[config.mk]
export PLATFORM = sky130hd
export DESIGN_NAME = aics_core
export DESIGN_NICKNAME = d
export VERILOG_FILES = /design/src/design/aics_pkg.sv /design/src/design/aics_core.sv
export SDC_FILE = /design/constraint.sdc
export NUM_CORES = 1
export LEC_CHECK = 0
export ABC_AREA = 1
export BUFFER_PORTS_ARGS = -buffer_cell sky130_fd_sc_hd__buf_2
export CORE_ASPECT_RATIO = 0.5
export CORE_UTILIZATION = 58
export CTS_CLUSTER_SIZE = 8
export DETAILED_ROUTE_END_ITERATION = 8
export PLACE_DENSITY_LB_ADDON = 0.05
export SETUP_SLACK_MARGIN = 0.5
export SYNTH_ARGS = -nofsm -noshare
export SYNTH_HDL_FRONTEND = slang
export SYNTH_SLANG_ARGS = --single-unit
[constraint.sdc]
create_clock -name clk -period 3.15 [get_ports clk]
set_input_delay 0.63 -clock clk [delete_from_list [all_inputs] [get_ports clk]]
set_output_delay 0.63 -clock clk [all_outputs]
set_load 0.02 [all_outputs]
[src/design/aics_pkg.sv]
// Purpose: Shared constants and types for the analog input command and scaling block.
// Assumes: One module clock; command words arrive from logic on the same clock.
// Notes: Command and code values are decimal figures written in hex.
package aics_pkg;

    localparam int          AICS_NUM_CH        = 8;
    localparam logic [15:0] AICS_CMD_CFG_BASE  = 16'h01f4;
    localparam logic [15:0] AICS_CMD_CFG_LAST  = 16'h0257;
    localparam logic [15:0] AICS_CMD_READ_BASE = 16'h0190;
    localparam logic [15:0] AICS_CMD_READ_LAST = 16'h01f3;
    localparam logic [6:0]  AICS_UNI_LO        = 7'h01;
    localparam logic [6:0]  AICS_UNI_HI        = 7'h1c;
    localparam logic [6:0]  AICS_BIP_LO        = 7'h21;
    localparam logic [6:0]  AICS_BIP_HI        = 7'h24;
    localparam logic [6:0]  AICS_RTD_LO        = 7'h40;
    localparam logic [6:0]  AICS_RTD_HI        = 7'h5f;
    localparam logic [6:0]  AICS_OHM_LO        = 7'h60;
    localparam logic [6:0]  AICS_OHM_HI        = 7'h74;
    localparam int          AICS_RESP_ILLEGAL  = 0;
    localparam int          AICS_RESP_DONE     = 1;
    localparam logic [15:0] AICS_UNDER_15      = 16'h8001;
    localparam logic [15:0] AICS_OVER_15       = 16'h7fff;
    localparam logic [15:0] AICS_OVER_13       = 16'h1fff;
    localparam logic [15:0] AICS_OVER_12       = 16'h0fff;
    localparam logic [15:0] AICS_ZERO_13       = 16'h1000;
    localparam logic [15:0] AICS_ZERO_12       = 16'h0800;
    localparam logic [3:0]  AICS_SHIFT_13      = 4'h3;
    localparam logic [3:0]  AICS_SHIFT_12      = 4'h4;
    localparam logic [15:0] AICS_RESET_WORD    = 16'h0000;

    typedef enum logic [2:0] {
        AICS_UNCONF   = 3'b000,
        AICS_UNIPOLAR = 3'b001,
        AICS_BIPOLAR  = 3'b010,
        AICS_RTD      = 3'b011,
        AICS_OHM      = 3'b100
    } aics_mode_type;

endpackage

[src/design/aics_core.sv]
// Purpose: Channel configuration commands, status answers and result scaling for eight inputs.
// Assumes: Command words and measurements come from logic on clk; power_lost comes from a pin.
// Notes: A measurement arrives in the 15-bit plus sign scale with separate range error flags.
module aics_core
    import aics_pkg::*;
(
    input  wire logic        clk,
    input  wire logic        rstn,
    input  wire logic        cmd_wr,
    input  wire logic [15:0] channel_command,
    input  wire logic [15:0] range_code_command,
    input  wire logic        power_lost,
    input  wire logic        meas_strobe,
    input  wire logic [2:0]  meas_chan,
    input  wire logic [15:0] meas_value,
    input  wire logic        meas_under,
    input  wire logic        meas_over,
    output logic      [15:0] command_response,
    output logic      [15:0] response_word_one,
    output logic      [15:0] response_word_two,
    output logic      [7:0]  channel_active,
    output logic             result_valid,
    output logic      [2:0]  result_chan,
    output logic      [15:0] result_15,
    output logic      [15:0] result_13,
    output logic      [15:0] result_12
);

    aics_mode_type cfg_mode [AICS_NUM_CH];
    logic [6:0]    cfg_code [AICS_NUM_CH];
    logic          pwr_meta;
    logic          pwr_lost_s;
    logic [7:0]    act_now;
    logic          is_cfg;
    logic          is_read;
    logic [15:0]   cfg_off;
    logic [2:0]    cfg_idx;
    logic          cfg_chan_ok;
    aics_mode_type cfg_kind;
    logic          cfg_illegal;
    logic [15:0]   rd_off;
    logic [3:0]    rd_x;
    logic [3:0]    rd_y;
    logic          rd_ok;

    function automatic aics_mode_type classify(input logic [15:0] code);
        aics_mode_type m;
        m = AICS_UNCONF;
        if (code[15:7] == 9'h000)
        begin
            if (code[6:0] >= AICS_UNI_LO && code[6:0] <= AICS_UNI_HI)
                m = AICS_UNIPOLAR;
            else if (code[6:0] >= AICS_BIP_LO && code[6:0] <= AICS_BIP_HI)
                m = AICS_BIPOLAR;
            else if (code[6:0] >= AICS_RTD_LO && code[6:0] <= AICS_RTD_HI)
                m = AICS_RTD;
            else if (code[6:0] >= AICS_OHM_LO && code[6:0] <= AICS_OHM_HI)
                m = AICS_OHM;
        end
        return m;
    endfunction
    function automatic logic [15:0] scale(input logic [15:0] v, input logic [3:0] sh, input logic [15:0] zero);
        return zero + 16'($signed(v) >>> sh);
    endfunction
    function automatic logic is_paired(input aics_mode_type m);
        return (m == AICS_BIPOLAR) || (m == AICS_RTD) || (m == AICS_OHM);
    endfunction

    // Power loss is a pin level, so it passes two flip-flops first.
    always_ff @(posedge clk or negedge rstn)
    begin
        if (!rstn)
        begin
            pwr_meta   <= 1'b0;
            pwr_lost_s <= 1'b0;
        end
        else
        begin
            pwr_meta   <= power_lost;
            pwr_lost_s <= pwr_meta;
        end
    end

    always_comb
        for (int i = 0; i < AICS_NUM_CH; i++)
            act_now[i] = (cfg_mode[i] != AICS_UNCONF) && !(is_paired(cfg_mode[i]) && !i[0]);

    assign is_cfg      = channel_command >= AICS_CMD_CFG_BASE && channel_command <= AICS_CMD_CFG_LAST;
    assign is_read     = channel_command >= AICS_CMD_READ_BASE && channel_command <= AICS_CMD_READ_LAST;
    assign cfg_off     = channel_command - AICS_CMD_CFG_BASE;
    assign cfg_idx     = 3'(cfg_off - 16'h0001);
    assign cfg_chan_ok = cfg_off >= 16'h0001 && cfg_off <= 16'h0008;
    assign cfg_kind    = classify(range_code_command);
    assign cfg_illegal = !cfg_chan_ok || cfg_kind == AICS_UNCONF
                         || (cfg_kind == AICS_UNIPOLAR && is_paired(cfg_mode[cfg_idx]));
    assign rd_off      = channel_command - AICS_CMD_READ_BASE;
    assign rd_x        = 4'(rd_off % 16'h000a);
    assign rd_y        = 4'(rd_off / 16'h000a);
    assign rd_ok       = rd_x >= 4'h1 && rd_x <= 4'h8 && rd_y >= 4'h1 && rd_y <= 4'h8;

    // Channel configuration; a pair-mode code always writes both members.
    always_ff @(posedge clk or negedge rstn)
    begin
        if (!rstn)
            for (int i = 0; i < AICS_NUM_CH; i++)
            begin
                cfg_mode[i] <= AICS_UNCONF;
                cfg_code[i] <= 7'h00;
            end
        else if (pwr_lost_s)
            for (int i = 0; i < AICS_NUM_CH; i++)
            begin
                cfg_mode[i] <= AICS_UNCONF;
                cfg_code[i] <= 7'h00;
            end
        else if (cmd_wr && is_cfg && !cfg_illegal)
        begin
            if (is_paired(cfg_kind))
            begin
                cfg_mode[{cfg_idx[2:1], 1'b0}] <= cfg_kind;
                cfg_mode[{cfg_idx[2:1], 1'b1}] <= cfg_kind;
                cfg_code[{cfg_idx[2:1], 1'b0}] <= range_code_command[6:0];
                cfg_code[{cfg_idx[2:1], 1'b1}] <= range_code_command[6:0];
            end
            else
            begin
                cfg_mode[cfg_idx] <= cfg_kind;
                cfg_code[cfg_idx] <= range_code_command[6:0];
            end
        end
    end

    // Status answers, one cycle after each command write with a nonzero channel_command while pwr_lost_s is low.
    always_ff @(posedge clk or negedge rstn)
    begin
        if (!rstn)
        begin
            command_response  <= AICS_RESET_WORD;
            response_word_one <= AICS_RESET_WORD;
            response_word_two <= AICS_RESET_WORD;
        end
        else if (pwr_lost_s)
        begin
            command_response  <= AICS_RESET_WORD;
            response_word_one <= AICS_RESET_WORD;
            response_word_two <= AICS_RESET_WORD;
        end
        else if (cmd_wr && channel_command != 16'h0000)
        begin
            command_response  <= AICS_RESET_WORD;
            response_word_one <= AICS_RESET_WORD;
            response_word_two <= AICS_RESET_WORD;
            if (is_cfg)
            begin
                command_response[AICS_RESP_ILLEGAL] <= cfg_illegal;
                command_response[AICS_RESP_DONE]    <= !cfg_illegal;
            end
            else if (is_read && rd_ok)
            begin
                command_response[AICS_RESP_DONE] <= 1'b1;
                response_word_one <= {9'h000, cfg_code[3'(rd_x - 4'h1)]};
                response_word_two <= {9'h000, cfg_code[3'(rd_y - 4'h1)]};
            end
            else
                command_response[AICS_RESP_ILLEGAL] <= 1'b1;
        end
    end

    always_ff @(posedge clk or negedge rstn)
    begin
        if (!rstn)
            channel_active <= 8'h00;
        else
            channel_active <= act_now;
    end

    // Result scaling into the three formats.
    always_ff @(posedge clk or negedge rstn)
    begin
        if (!rstn)
        begin
            result_valid <= 1'b0;
            result_chan  <= 3'h0;
            result_15    <= AICS_RESET_WORD;
            result_13    <= AICS_RESET_WORD;
            result_12    <= AICS_RESET_WORD;
        end
        else
        begin
            result_valid <= meas_strobe;
            if (meas_strobe)
            begin
                result_chan <= meas_chan;
                if (!act_now[meas_chan])
                begin
                    result_15 <= AICS_RESET_WORD;
                    result_13 <= AICS_RESET_WORD;
                    result_12 <= AICS_RESET_WORD;
                end
                else if (meas_under)
                begin
                    result_15 <= AICS_UNDER_15;
                    result_13 <= AICS_RESET_WORD;
                    result_12 <= AICS_RESET_WORD;
                end
                else if (meas_over)
                begin
                    result_15 <= AICS_OVER_15;
                    result_13 <= AICS_OVER_13;
                    result_12 <= AICS_OVER_12;
                end
                else
                begin
                    result_15 <= meas_value;
                    result_13 <= scale(meas_value, AICS_SHIFT_13, AICS_ZERO_13);
                    result_12 <= scale(meas_value, AICS_SHIFT_12, AICS_ZERO_12);
                end
            end
        end
    end
endmodule

=== Word-level counts from Yosys, hierarchy flattened ===
Cells that the tools add are included.

* Word-level logic and storage cells: 204
* Flip-flop bits (word level): 190
* Bits of input ports: 58

* Bitwise logic cells: 5
* Equal/unequal tests: 19
* Div/mod/pow operators: 2
* Add/sub/neg operators: 7
* Magnitude comparators: 27
* Reductions and logical operators: 55
* Mux-type cells: 62

{| class="wikitable"
|+ Operators with widths
! cell !! count
|-
| 16-bit 2-to-1 mux || 15
|-
| 56-bit bitwise mux || 3
|-
| 56-bit 2-to-1 mux || 3
|-
| 7-bit 2-to-1 mux || 11
|-
| 24-bit bitwise mux || 3
|-
| 24-bit 2-to-1 mux || 3
|-
| 7-bit demux with 3-bit select || 3
|-
| 7-bit binary-select mux with 3-bit select || 2
|-
| 3-bit by 2-bit equality test with 1-bit output (second input constant) || 12
|-
| 16-bit by 9-bit greater-or-equal comparator with 1-bit output (second input constant) || 2
|-
| 16-bit by 9-bit subtractor with 16-bit output (second input constant) || 2
|-
| 3-bit 2-to-1 mux || 10
|-
| 3-bit demux with 3-bit select || 3
|-
| 3-bit nonzero test || 8
|-
| 1-bit logical AND || 22
|-
| 4-bit greater-or-equal comparator (second input constant) || 5
|-
| 3-bit inverter with 4-bit output || 5
|-
| 3-bit equality test (second input constant) || 6
|-
| 16-bit by 4-bit divider with 16-bit output (second input constant) || 1
|-
| 16-bit by 1-bit greater-or-equal comparator with 1-bit output (second input constant) || 1
|-
| 16-bit by 10-bit less-or-equal comparator with 1-bit output (second input constant) || 1
|-
| 16-bit by 4-bit less-or-equal comparator with 1-bit output (second input constant) || 1
|-
| 16-bit by 9-bit less-or-equal comparator with 1-bit output (second input constant) || 1
|-
| 16-bit by 4-bit remainder unit with 16-bit output (second input constant) || 1
|-
| 24 further kinds || 53
|}

=== Longest topological paths before layout ===
Gate-level depths: netlist of run 1.

* Depth in word-level cells: 15
* Mapped depth: 82

=== Least setup slack after synthesis of run 1 ===
No wires, ideal clock.

* Path type: input-to-reg
* Start point: in channel_command[4]
* End point: reg response_word_one[0]
* Buffers on the path: 4
* Setup time: 0.117 ns
* Cell stages on the path: 66
* Path slack: -4.024 ns
* Arrival: 7.057 ns
* Data required time: 3.033 ns
* Path through: buf_4 -> inv_4 -> ha_1 -> xnor2_1 -> nand3_1 -> nor2_1 -> nand2_1 -> nand2_2 -> nand2_2 -> a21oi_2 -> nand2_4 -> nand2_2 -> nand2_1 -> nand2_2 -> nand2_2 -> nand3_1 -> nand3_2 -> nand2_2 -> [... 30 more ...] -> nand2_2 -> nand2_1 -> nand2_2 -> nand3_2 -> nand2_2 -> nand3_2 -> buf_6 -> buf_6 -> xor2_1 -> inv_1 -> ha_1 -> inv_1 -> clkbuf_1 -> o21ai_0 -> a21oi_1 -> o21ai_0 -> nand3_1 -> nand2_1

* Longest elaborated chain between the ends: 11

{| class="wikitable"
|+ Ends and longest elaborated chain
! item !! RTL line !! RTL
|-
| from (decl) || aics_core.sv:10 || <nowiki>input wire logic [15:0] channel_command,</nowiki>
|-
| 16-bit by 9-bit subtractor with 16-bit output || aics_core.sv:96 || <nowiki>assign rd_off = channel_command - AICS_CMD_READ_BASE;</nowiki>
|-
| 16-bit by 4-bit remainder unit with 16-bit output || aics_core.sv:97 || <nowiki>assign rd_x = 4'(rd_off % 16'h000a);</nowiki>
|-
| 3-bit by 1-bit subtractor with 3-bit output (tied with other cells) || aics_core.sv:161 || <nowiki>response_word_one <= {9'h000, cfg_code[3'(rd_x - 4'h1)]};</nowiki>
|-
| 3-bit inverter with 4-bit output (implied by the code) / 1-bit logical AND (equally long branches) || aics_core.sv:161, aics_core.sv:99 ||
|-
| 7-bit binary-select mux with 3-bit select / 1-bit logical AND (equally long branches) || aics_core.sv:161, aics_core.sv:99 ||
|-
| 7-bit 2-to-1 mux (implied by the code) / 1-bit logical AND (equally long branches) || aics_core.sv:161, aics_core.sv:99 ||
|-
| 7-bit 2-to-1 mux (implied by the code) / 1-bit logical AND (equally long branches) || aics_core.sv:161, aics_core.sv:158 ||
|-
| 7-bit 2-to-1 mux || aics_core.sv:158 || <nowiki>else if (is_read && rd_ok)</nowiki>
|-
| 7-bit 2-to-1 mux || aics_core.sv:153 || <nowiki>if (is_cfg)</nowiki>
|-
| 16-bit 2-to-1 mux || aics_core.sv:148 || <nowiki>else if (cmd_wr && channel_command != 16'h0000)</nowiki>
|-
| 16-bit 2-to-1 mux || aics_core.sv:142 || <nowiki>else if (pwr_lost_s)</nowiki>
|-
| to (signal assigned) || aics_core.sv:161 ||
|-
| to (decl) || aics_core.sv:19 || <nowiki>output logic [15:0] response_word_one,</nowiki>
|}

Several ways; a longest one is shown, not always the timed one. The select of a mux whose other input is x is not followed.
A chain may end at the register's enable or synchronous reset.

=== Final worst setup path of run 1 ===
* Start point: in channel_command[5]
* End point: reg response_word_one[2]

Same word-level chain as after synthesis.

==> results of run 1 <==
==> how the worst max path moves through the flow <==
stage | startpoint | to | slack, ns | cells past startpoint
3_3_place_gp | channel_command[5] | response_word_one[2] | -4.04 | 75
6_report | channel_command[5] | response_word_one[2] | -4.29 | 67
5_1_grt | channel_command[5] | response_word_one[0] | -4.64 | 73
3_5_place_dp | channel_command[5] | response_word_one[2] | -4.32 | 74
4_1_cts | channel_command[5] | response_word_one[2] | -3.49 | 75
2_1_floorplan | channel_command[4] | response_word_one[3] | -3.77 | 72
==> cells by family (layout without fill, tap and decap cells) <==
group,Yosys count,count (layout)
XOR/XNOR,13,13
buffers and inverters,320,587
flip-flops,127,127
AO/OA/AOI/OAI,250,250
AND/OR/NAND/NOR,650,650
other,1,39
adder cells (fa/ha/maj),18,18
==> worst max-delay path: cells and delay by family <==
| family | cells | cell delay [ns] |
|---|---|---|
| compound gates | 6 | 1.17 |
| xor+xnor | 1 | 0.20 |
| fa+ha+maj | 1 | 0.29 |
| buf+inv | 8 | 0.69 |
| simple gates | 51 | 4.72 |
==> area by class of cell <==
cell class / instances / area [um^2]
multi-input cells: 970 / 6260
flip-flops and latches: 127 / 3180
repair buffers: 355 / 2900
fillers: 793 / 1840
inverters: 200 / 826
clock buffers: 19 / 433
well taps: 221 / 277
clock inverters: 13 / 140
==> what timing repair did <==
action,CTS,global route
pin swaps,84,94
gates cloned,7,3
setup endpoints to repair,96,96
setup buffers,36,20
hold buffers,0,0
resized for setup,179,177
==> state kept, by name (all words and copies together) (netlist names) <==
| register | cells |
|---|---|
| response_word_two | 7 |
| result_15 | 16 |
| pwr_lost_s | 1 |
| result_valid | 1 |
| channel_active | 8 |
| cfg_code | 56 |
| result_chan | 3 |
| pwr_meta | 1 |
| cfg_mode | 24 |
| command_response | 2 |
| response_word_one | 7 |
| result_13 | 1 |
==> placed cells by master, fill, tap and decap left out, types with 5 or more instances in the layout <==
master | netlist | final
ha_4 | 0 | 7
nand3_2 | 13 | 45
conb_1 | 1 | 39
inv_6 | 0 | 7
nor3_1 | 7 | 7
nand2_1 | 283 | 227
nor2_1 | 94 | 68
a22oi_1 | 14 | 12
nand3_1 | 117 | 75
o211ai_2 | 12 | 12
nand2_4 | 13 | 37
xor2_1 | 8 | 6
buf_12 | 0 | 17
clkinv_4 | 0 | 6
buf_16 | 0 | 7
ha_1 | 18 | 10
inv_2 | 21 | 32
nand3_4 | 0 | 10
clkbuf_16 | 0 | 19
a21oi_2 | 2 | 16
nand2_2 | 41 | 72
nand4_1 | 66 | 66
o21ai_0 | 124 | 58
buf_4 | 64 | 173
buf_2 | 4 | 121
inv_1 | 173 | 152
nor2_2 | 2 | 12
dfrtp_1 | 127 | 127
o32ai_1 | 14 | 14
a21oi_1 | 47 | 31
nor2_4 | 4 | 20
o21ai_2 | 0 | 19
buf_6 | 7 | 29
o21ai_1 | 11 | 54
buf_8 | 1 | 5
==> routing by layer <==
metal / wire length (um) / share of wire / up-vias
met1: 14200 / 0.37 / 5411
li1: - / - / 5063
met2: 17400 / 0.45 / 934
met3: 4790 / 0.12 / 266
met4: 2340 / 0.061 / 0
met5: 0 / 0 / -
==> per-stage QoR <==
stage | area (um^2) | setup slack, ns | setup TNS, ns
finish | 14000 | -4.29 | -141.99
global route | 14000 | -4.64 | -157.90
CTS | 13200 | -3.49 | -113.74
detailed placement | 11600 | -4.32 | -133.32
global placement | 11600 | -4.04 | -131.46
floorplan | 10100 | -3.77 | -80.17
==> results.toml, run 1 <==
[floorplan]
start_util = 0.611
io_pins = 166
die_h_um = 93.4
die_w_um = 185
dieArea_um2 = 17300
row_count = 32
design.core.area_um2 = 15900

[clock_network]
clk_latency_ns = 0.43
cts_buffers = 17
cts_tree = "done"
clockBufferDepth = 2
cts.sinks = 127
cts-root-buf = "clkbuf_16"
htreeDepth = 4
clk_pin_slew_ns = 0.06

[sta]
final_max_slew_viol_count = 0
max_freq_mhz = 134
fin_crit_ns = 7.44
fin_worst_skew_ns = 0.0151
worst_slew_pin_slew_ns = 0.743
finalSetupViolCount = 96
fin_ws_ns = -4.29
hold_violations = 0
holdWs_ns = 0.233
fin_crit_sh = 2.36
rsz0062_at_grt = "true"
slew_headroom = 0.505

[place]
port-buffer-count = 126
place_inst = 1807
place_hpwl_mm = 22.2
place.gp.congestion = 1.01

[worst_setup_path]
crit_type = "input pin to flip-flop"
ff2ff_setup_slack_ns = 0.34
start_kind = "input pin"
max_stage_delay_ns = 0.31
rr_endpoint = "cfg_code[24]"
endpoint_kind = "flip-flop"
worst_ep_arrival_time_ns = 7.76
crit_fanout = 14
cp.required_ns = 3.47
r2r_cells = 16
timing.rr.start = "cfg_mode[2]"
crit_slowest_cell = "a31oi_4"
crit_path_frequent_cell = "nand2_2"

[synth]
yosys-top-cells-count = "283 x nand2_1, 173 x inv_1, 127 x dfrtp_1"
yosys.area.top_type = "dfrtp_1"
synth_compound_area_frac = 0.158
ys.flop_type = "dfrtp_1"
synth_top_area_frac = 0.328
synth.distinct_cells = 56
yosysWarnings = 0
synth_xor_area_frac = 0.0125
synth_seq_cells = 127
synth-simple-area-share = 0.321
syn_inst = 1379
syn_area_um2 = 9690
synth_mux_area_frac = 0
synth_top_family_by_area = "simple AND/OR/NAND/NOR gates"
async_flop_share = 1.00
synth_adder_area_share = 0.0232
yosysSeqAreaShare = 0.328
ys_top_cells_by_area = "dfrtp_1 33%, nand2_1 11%, inv_1 6.7%"
synth-edff-count = 0
synth_most_common_cell = "nand2_1"
avgSynthCellArea_um2 = 7.03

[layout]
utilization = 0.884
area_growth_pct = 44.7
nNetsFinal = 1747
drive_above_1_share = 0.419
antennaDiodeCount = 0
fin_cells = 1905

[detailed_routing]
drc = 0
via_per_inst = 6.13
first_pass_iters = 6
routedWlPerCell_um = 20.3
postRouteWirelength_mm = 38.7
antenna_left = 0
drtIter0Drc = 1548
num_vias = 11700

[status]
status = "complete, but fails checks"
violations = "negative setup slack"

[global_routing]
busiest_layer = "met2"
met1_usage = 0.505
use_met3 = 0.108
gr-total-overflow = 0
grt_max_degree = 52
grt_pass1_vias = 10400
met2_usage = 0.648
antenna_found_initial = 0
grt_pass1_wl_mm = 53.4
grtUsageTotal = 0.400

[flow_run]
maxCapViolCount = 0

[min_path]
hp-class = "input pin to asynchronous set/reset pin"
Power of run 1 is not shown: default switching activity piles up to over one toggle a cycle in this logic, so the estimate is an artifact.
==> run 2: changes to the inputs <==
clock period = 7.4 ns   (was 3.15 ns; I/O delays follow)
==> run 2 against run 1 <==
- the run still ends with negative setup slack left
- worst setup slack gained 3.6 ns
- sequential share of layout area grew 2.2 points
- via count shrank 8.6%
- routed wire length shrank 16%
- critical path depth grew 1
- die area is the same
- global-route usage shrank 3.2 points
- critical path type unchanged
==> results.toml, run 2 (synthesized netlist as in run 1, its figures left out) <==
[floorplan]
io_pins = 166
dieArea_um2 = 17300
die_h_um = 93.4
start_util = 0.611
design.core.area_um2 = 15900
row_count = 32
die_w_um = 185

[global_routing]
grt_max_degree = 82
grtUsageTotal = 0.368
grt_pass1_vias = 9976
antenna_found_initial = 0
grt_pass1_wl_mm = 49.5
gr-total-overflow = 0

[layout]
drive_above_1_share = 0.347
registers.top_by_ff_count = "cfg_code"
layout_common_cells = "238 x nand2_1, 161 x inv_1, 140 x buf_4"
antennaDiodeCount = 0
largest_reg_flops = 56
nNetsFinal = 1673
fin_cells = 1831
fillers = 1045
layout_commonest_cell = "nand2_1"
largestRegisters = "cfg_code: 56 flops, cfg_mode: 24 flops, result_15: 16 flops"
area_growth_pct = 32.0

[worst_setup_path]
r2r_cells = 13
cp-startpoint = "channel_command[4]"
rr_endpoint = "cfg_code[41]"
start_kind = "input pin"
cp.required_ns = 7.72
crit_path_frequent_cell = "nand2_4"
endpoint_kind = "flip-flop"
crit_slowest_cell = "ha_4"
worst_ep_arrival_time_ns = 8.35
timing.rr.start = "cfg_mode[2]"
crit_type = "input pin to flip-flop"
ff2ff_setup_slack_ns = 4.28
max_stage_delay_ns = 0.29
cp_top_family = "simple AND/OR/NAND/NOR gates"
critPathBufInv = 11
crit_fanout = 6

[clock_network]
cts_hold_buf = 0
cts.sinks = 127
clk_latency_ns = 0.42
cts-root-buf = "clkbuf_16"
clockBufferDepth = 2
cts_buffers = 17
cts_tree = "done"
clk_pin_slew_ns = 0.06
htreeDepth = 4

[sta]
worst_slew_pin_slew_ns = 1.41
slew_headroom = 0.0584
holdWs_ns = 0.358
max_freq_mhz = 124
fin_ws_ns = -0.638
finalSetupViolCount = 16
fin_worst_skew_ns = 0.00874
hold_violations = 0
fin_crit_ns = 8.04
rsz0062_at_grt = "true"
fin_crit_sh = 1.09
final_max_slew_viol_count = 0

[detailed_routing]
postRouteWirelength_mm = 32.6
routedWlPerCell_um = 17.8
via_per_inst = 5.83
antenna_left = 0
num_vias = 10700
drc = 0
first_pass_iters = 7
drtIter0Drc = 974

[status]
status = "complete, but fails checks"
violations = "negative setup slack"

[min_path]
hp-class = "flip-flop to flip-flop"
worstHoldStart = "pwr_meta"
hold_path_end = "pwr_lost_s"
whs_path_depth = 0

[place]
pre_cts_ws_ns = -1.01
place_hpwl_mm = 20.8
place_inst = 1757
port-buffer-count = 126
place.gp.congestion = 0.984

[flow_run]
maxCapViolCount = 0
[run 2: area by class of cell]
| class | instances | area (um^2) | area share |
|---|---|---|---|
| multi-input cells | 970 | 5970 | 0.467 |
| repair buffers | 281 | 1940 | 0.151 |
| inverters | 200 | 806 | 0.0630 |
| clock buffers | 19 | 443 | 0.0346 |
| well taps | 221 | 277 | 0.0216 |
| flip-flops and latches | 127 | 3180 | 0.248 |
| clock inverters | 13 | 179 | 0.0140 |
[run 2: how the worst max path moves through the flow]
stage | to | slack, ns | depth (start not counted)
after detailed placement | command_response[1] | -1.01 | 73
after global routing | response_word_one[4] | -1.14 | 70
after CTS | response_word_one[3] | -0.20 | 70
final | response_word_one[3] | -0.64 | 68
after global placement | response_word_two[4] | -0.61 | 74
after floorplan | response_word_one[3] | -0.38 | 72
[run 2: worst register-to-register path, cell delays in order (launching register included)]
cell	delay, ns
dfrtp_1	0.36
inv_1	0.09
o21ai_0	0.10
a221oi_1	0.20
nand3_1	0.15
a41oi_1	0.18
a2111o_1	0.12
o311ai_0	0.34
o21ai_0	0.42
inv_2	0.16
nor2_1	0.34
buf_4	0.30
nand4_1	0.15
o21ai_0	0.14
[run 2: stage by stage]
stage                     setup TNS [ns]  instance area (um^2)  utilization
after floorplan                    -4.70                 10000            -
after global placement             -8.98                 11000        0.693
after detailed placement          -15.35                 11000        0.693
after CTS                          -1.78                 12300        0.774
after global routing              -16.19                 12800        0.807
final                              -8.78                 12800        0.807
[run 2: routing by layer]
metal,share of wire,vias to the layer above,global-route usage
met5,0,-,0
met4,0.033,0,0.129
met3,0.11,122,0.0864
met2,0.46,668,0.600
met1,0.40,4979,0.480
li1,-,4906,-
[run 2: what timing repair did]
item	in CTS	in global routing
buffers inserted	30	9
pin swaps	56	72
endpoints found under the setup margin	16	16
gates cloned	2	1
gates resized for setup	108	103
Power of run 2 is left out for the same reason.
==> run 3: changes to the inputs <==
BUFFER_PORTS_ARGS = default   (was -buffer_cell sky130_fd_sc_hd__buf_2)
CORE_UTILIZATION = 60   (was 58)
DONT_BUFFER_PORTS = 1   (was default)
SKIP_LAST_GASP = 1   (was default)
SLEW_MARGIN = 30   (was default)
==> run 3 against run 2 <==
- the run still ends with negative setup slack left
- register-to-register slack got worse by 0.22 ns
- sequential cell count did not move
- hold slack got worse by 0.012 ns
- utilization fell by 5.8 points
- non-clock buffer count fell by 158
- count of clock-buffer cells in the layout did not move
- cell count fell by 9.6%
- clock skew rose by 0.0069 ns
- maximum frequency rose by 2.9%
- critical path type unchanged
- critical endpoint unchanged
==> results.toml, run 3 (synthesized netlist as in run 1, its figures left out) <==
[status]
status = "complete, but fails checks"
violations = "negative setup slack"

[flow_run]
maxCapViolCount = 0

[detailed_routing]
met1_length_mm = 12.2
antenna_left = 0
wl_met2_mm = 13.3
routedWlPerCell_um = 17.8
first_pass_iters = 7
via_per_inst = 5.94
met3WireLength_mm = 3.29
drc = 0
highest_layer = "met4"
postRouteWirelength_mm = 29.5
num_vias = 9838
drtIter0Drc = 917

[place]
port-buffer-count = 0
place_hpwl_mm = 19.6
place.gp.congestion = 0.960
place_inst = 1593
pre_cts_ws_ns = -0.726
placed_cell_area_um2 = 10200

[layout]
area_growth_pct = 20.4
layout_common_cells = "244 x nand2_1, 164 x inv_1, 127 x dfrtp_1"
registers.top_by_ff_count = "cfg_code"
fillers = 1194
fin_area_um2 = 11700
utilization = 0.749
layout_commonest_cell = "nand2_1"
nNetsFinal = 1515
largest_reg_flops = 56
drive_above_1_share = 0.256
antennaDiodeCount = 0
fin_cells = 1655
largestRegisters = "cfg_code: 56 flops, cfg_mode: 24 flops, result_15: 16 flops"

[clock_network]
clk_pin_slew_ns = 0.06
cts_hold_buf = 0
cts_tree = "done"
clockBufferDepth = 2
clk_latency_ns = 0.42
cts_buffers = 17
cts.sinks = 127
htreeDepth = 4
cts-root-buf = "clkbuf_16"

[worst_setup_path]
start_kind = "input pin"
max_stage_delay_ns = 0.27
crit_type = "input pin to flip-flop"
worst_ep_arrival_time_ns = 8.16
cp.required_ns = 7.75
crit_fanout = 7
crit_slowest_cell = "ha_4"
endpoint_kind = "flip-flop"
crit_path_frequent_cell = "nand2_4"

[floorplan]
start_util = 0.622
dieArea_um2 = 16700
die_w_um = 182
io_pins = 166
die_h_um = 91.9
design.core.area_um2 = 15600
row_count = 32

[sta]
rsz0062_at_grt = "true"
hold_violations = 0
slew_headroom = 0.350
fin_worst_skew_ns = 0.0157
finalSetupViolCount = 16
fin_crit_sh = 1.06
worst_slew_pin_slew_ns = 0.969
fin_crit_ns = 7.81
max_freq_mhz = 128
fin_ws_ns = -0.410
final_max_slew_viol_count = 0

[global_routing]
antenna_found_initial = 0
grt_max_degree = 128
gr-total-overflow = 0
grt_pass1_wl_mm = 46.4
grtUsageTotal = 0.352
grt_pass1_vias = 9214

[min_path]
hp-class = "flip-flop to flip-flop"
==> run 3: changes by cell type in the layout (fill, tap and decap cells not counted), moves of 4 or more <==
cell     delta
buf_2     -122
nand2_4     -8
buf_4      -27
nand3_2    -14
nand3_1    +12
nand2_1     +6
buf_6       -4
inv_8       -4
==> run 3: worst paths after layout <==
kind	cells after the start	end	slack, ns	from
min	0	pwr_lost_s	0.35	pwr_meta
min reg2reg	0	pwr_lost_s	0.35	pwr_meta
min in group asynchronous	0	cfg_code[22]	0.75	rstn
max	67	response_word_one[3]	-0.41	channel_command[5]
max reg2reg	13	cfg_code[45]	4.06	cfg_mode[2]
max in group asynchronous	0	result_valid	6.40	rstn
==> run 3: layout make-up <==
class / instances / area [um^2] / area share
well taps: 204 / 255 / 0.0219
clock inverters: 12 / 233 / 0.0199
multi-input cells: 970 / 5800 / 0.497
flip-flops and latches: 127 / 3180 / 0.272
clock buffers: 19 / 433 / 0.0371
repair buffers: 123 / 982 / 0.0842
inverters: 200 / 786 / 0.0674
==> run 3: what timing repair did <==
item,CTS,global route
setup endpoints to repair,16,16
buffers inserted,21,9
gates resized for setup,76,69
gates cloned,1,0
pin swaps,54,65
==> run 3: routing by layer <==
layer  global-route usage  up-vias
met5                    0        -
met4                0.123        0
met3               0.0977       83
met2                0.553      578
met1                0.468     4604
li1                     -     4573
==> run 3: critical path, delay by kind of cell <==
family	cells	cell delay, ns
AO/OA/AOI/OAI	7	1.12
AND/OR/NAND/NOR	50	4.11
adder cells (fa/ha/maj)	2	0.47
buffers and inverters	7	0.70
XOR/XNOR	1	0.19
==> run 3: per-stage QoR <==
stage / hold slack, ns / setup TNS, ns
2_1_floorplan: 0.331 / -4.70
3_3_place_gp: 0.334 / -5.98
3_5_place_dp: 0.339 / -10.29
4_1_cts: 0.347 / -0.479
5_1_grt: 0.357 / -12.97
6_report: 0.346 / -5.09
Power of run 3 is left out for the same reason.
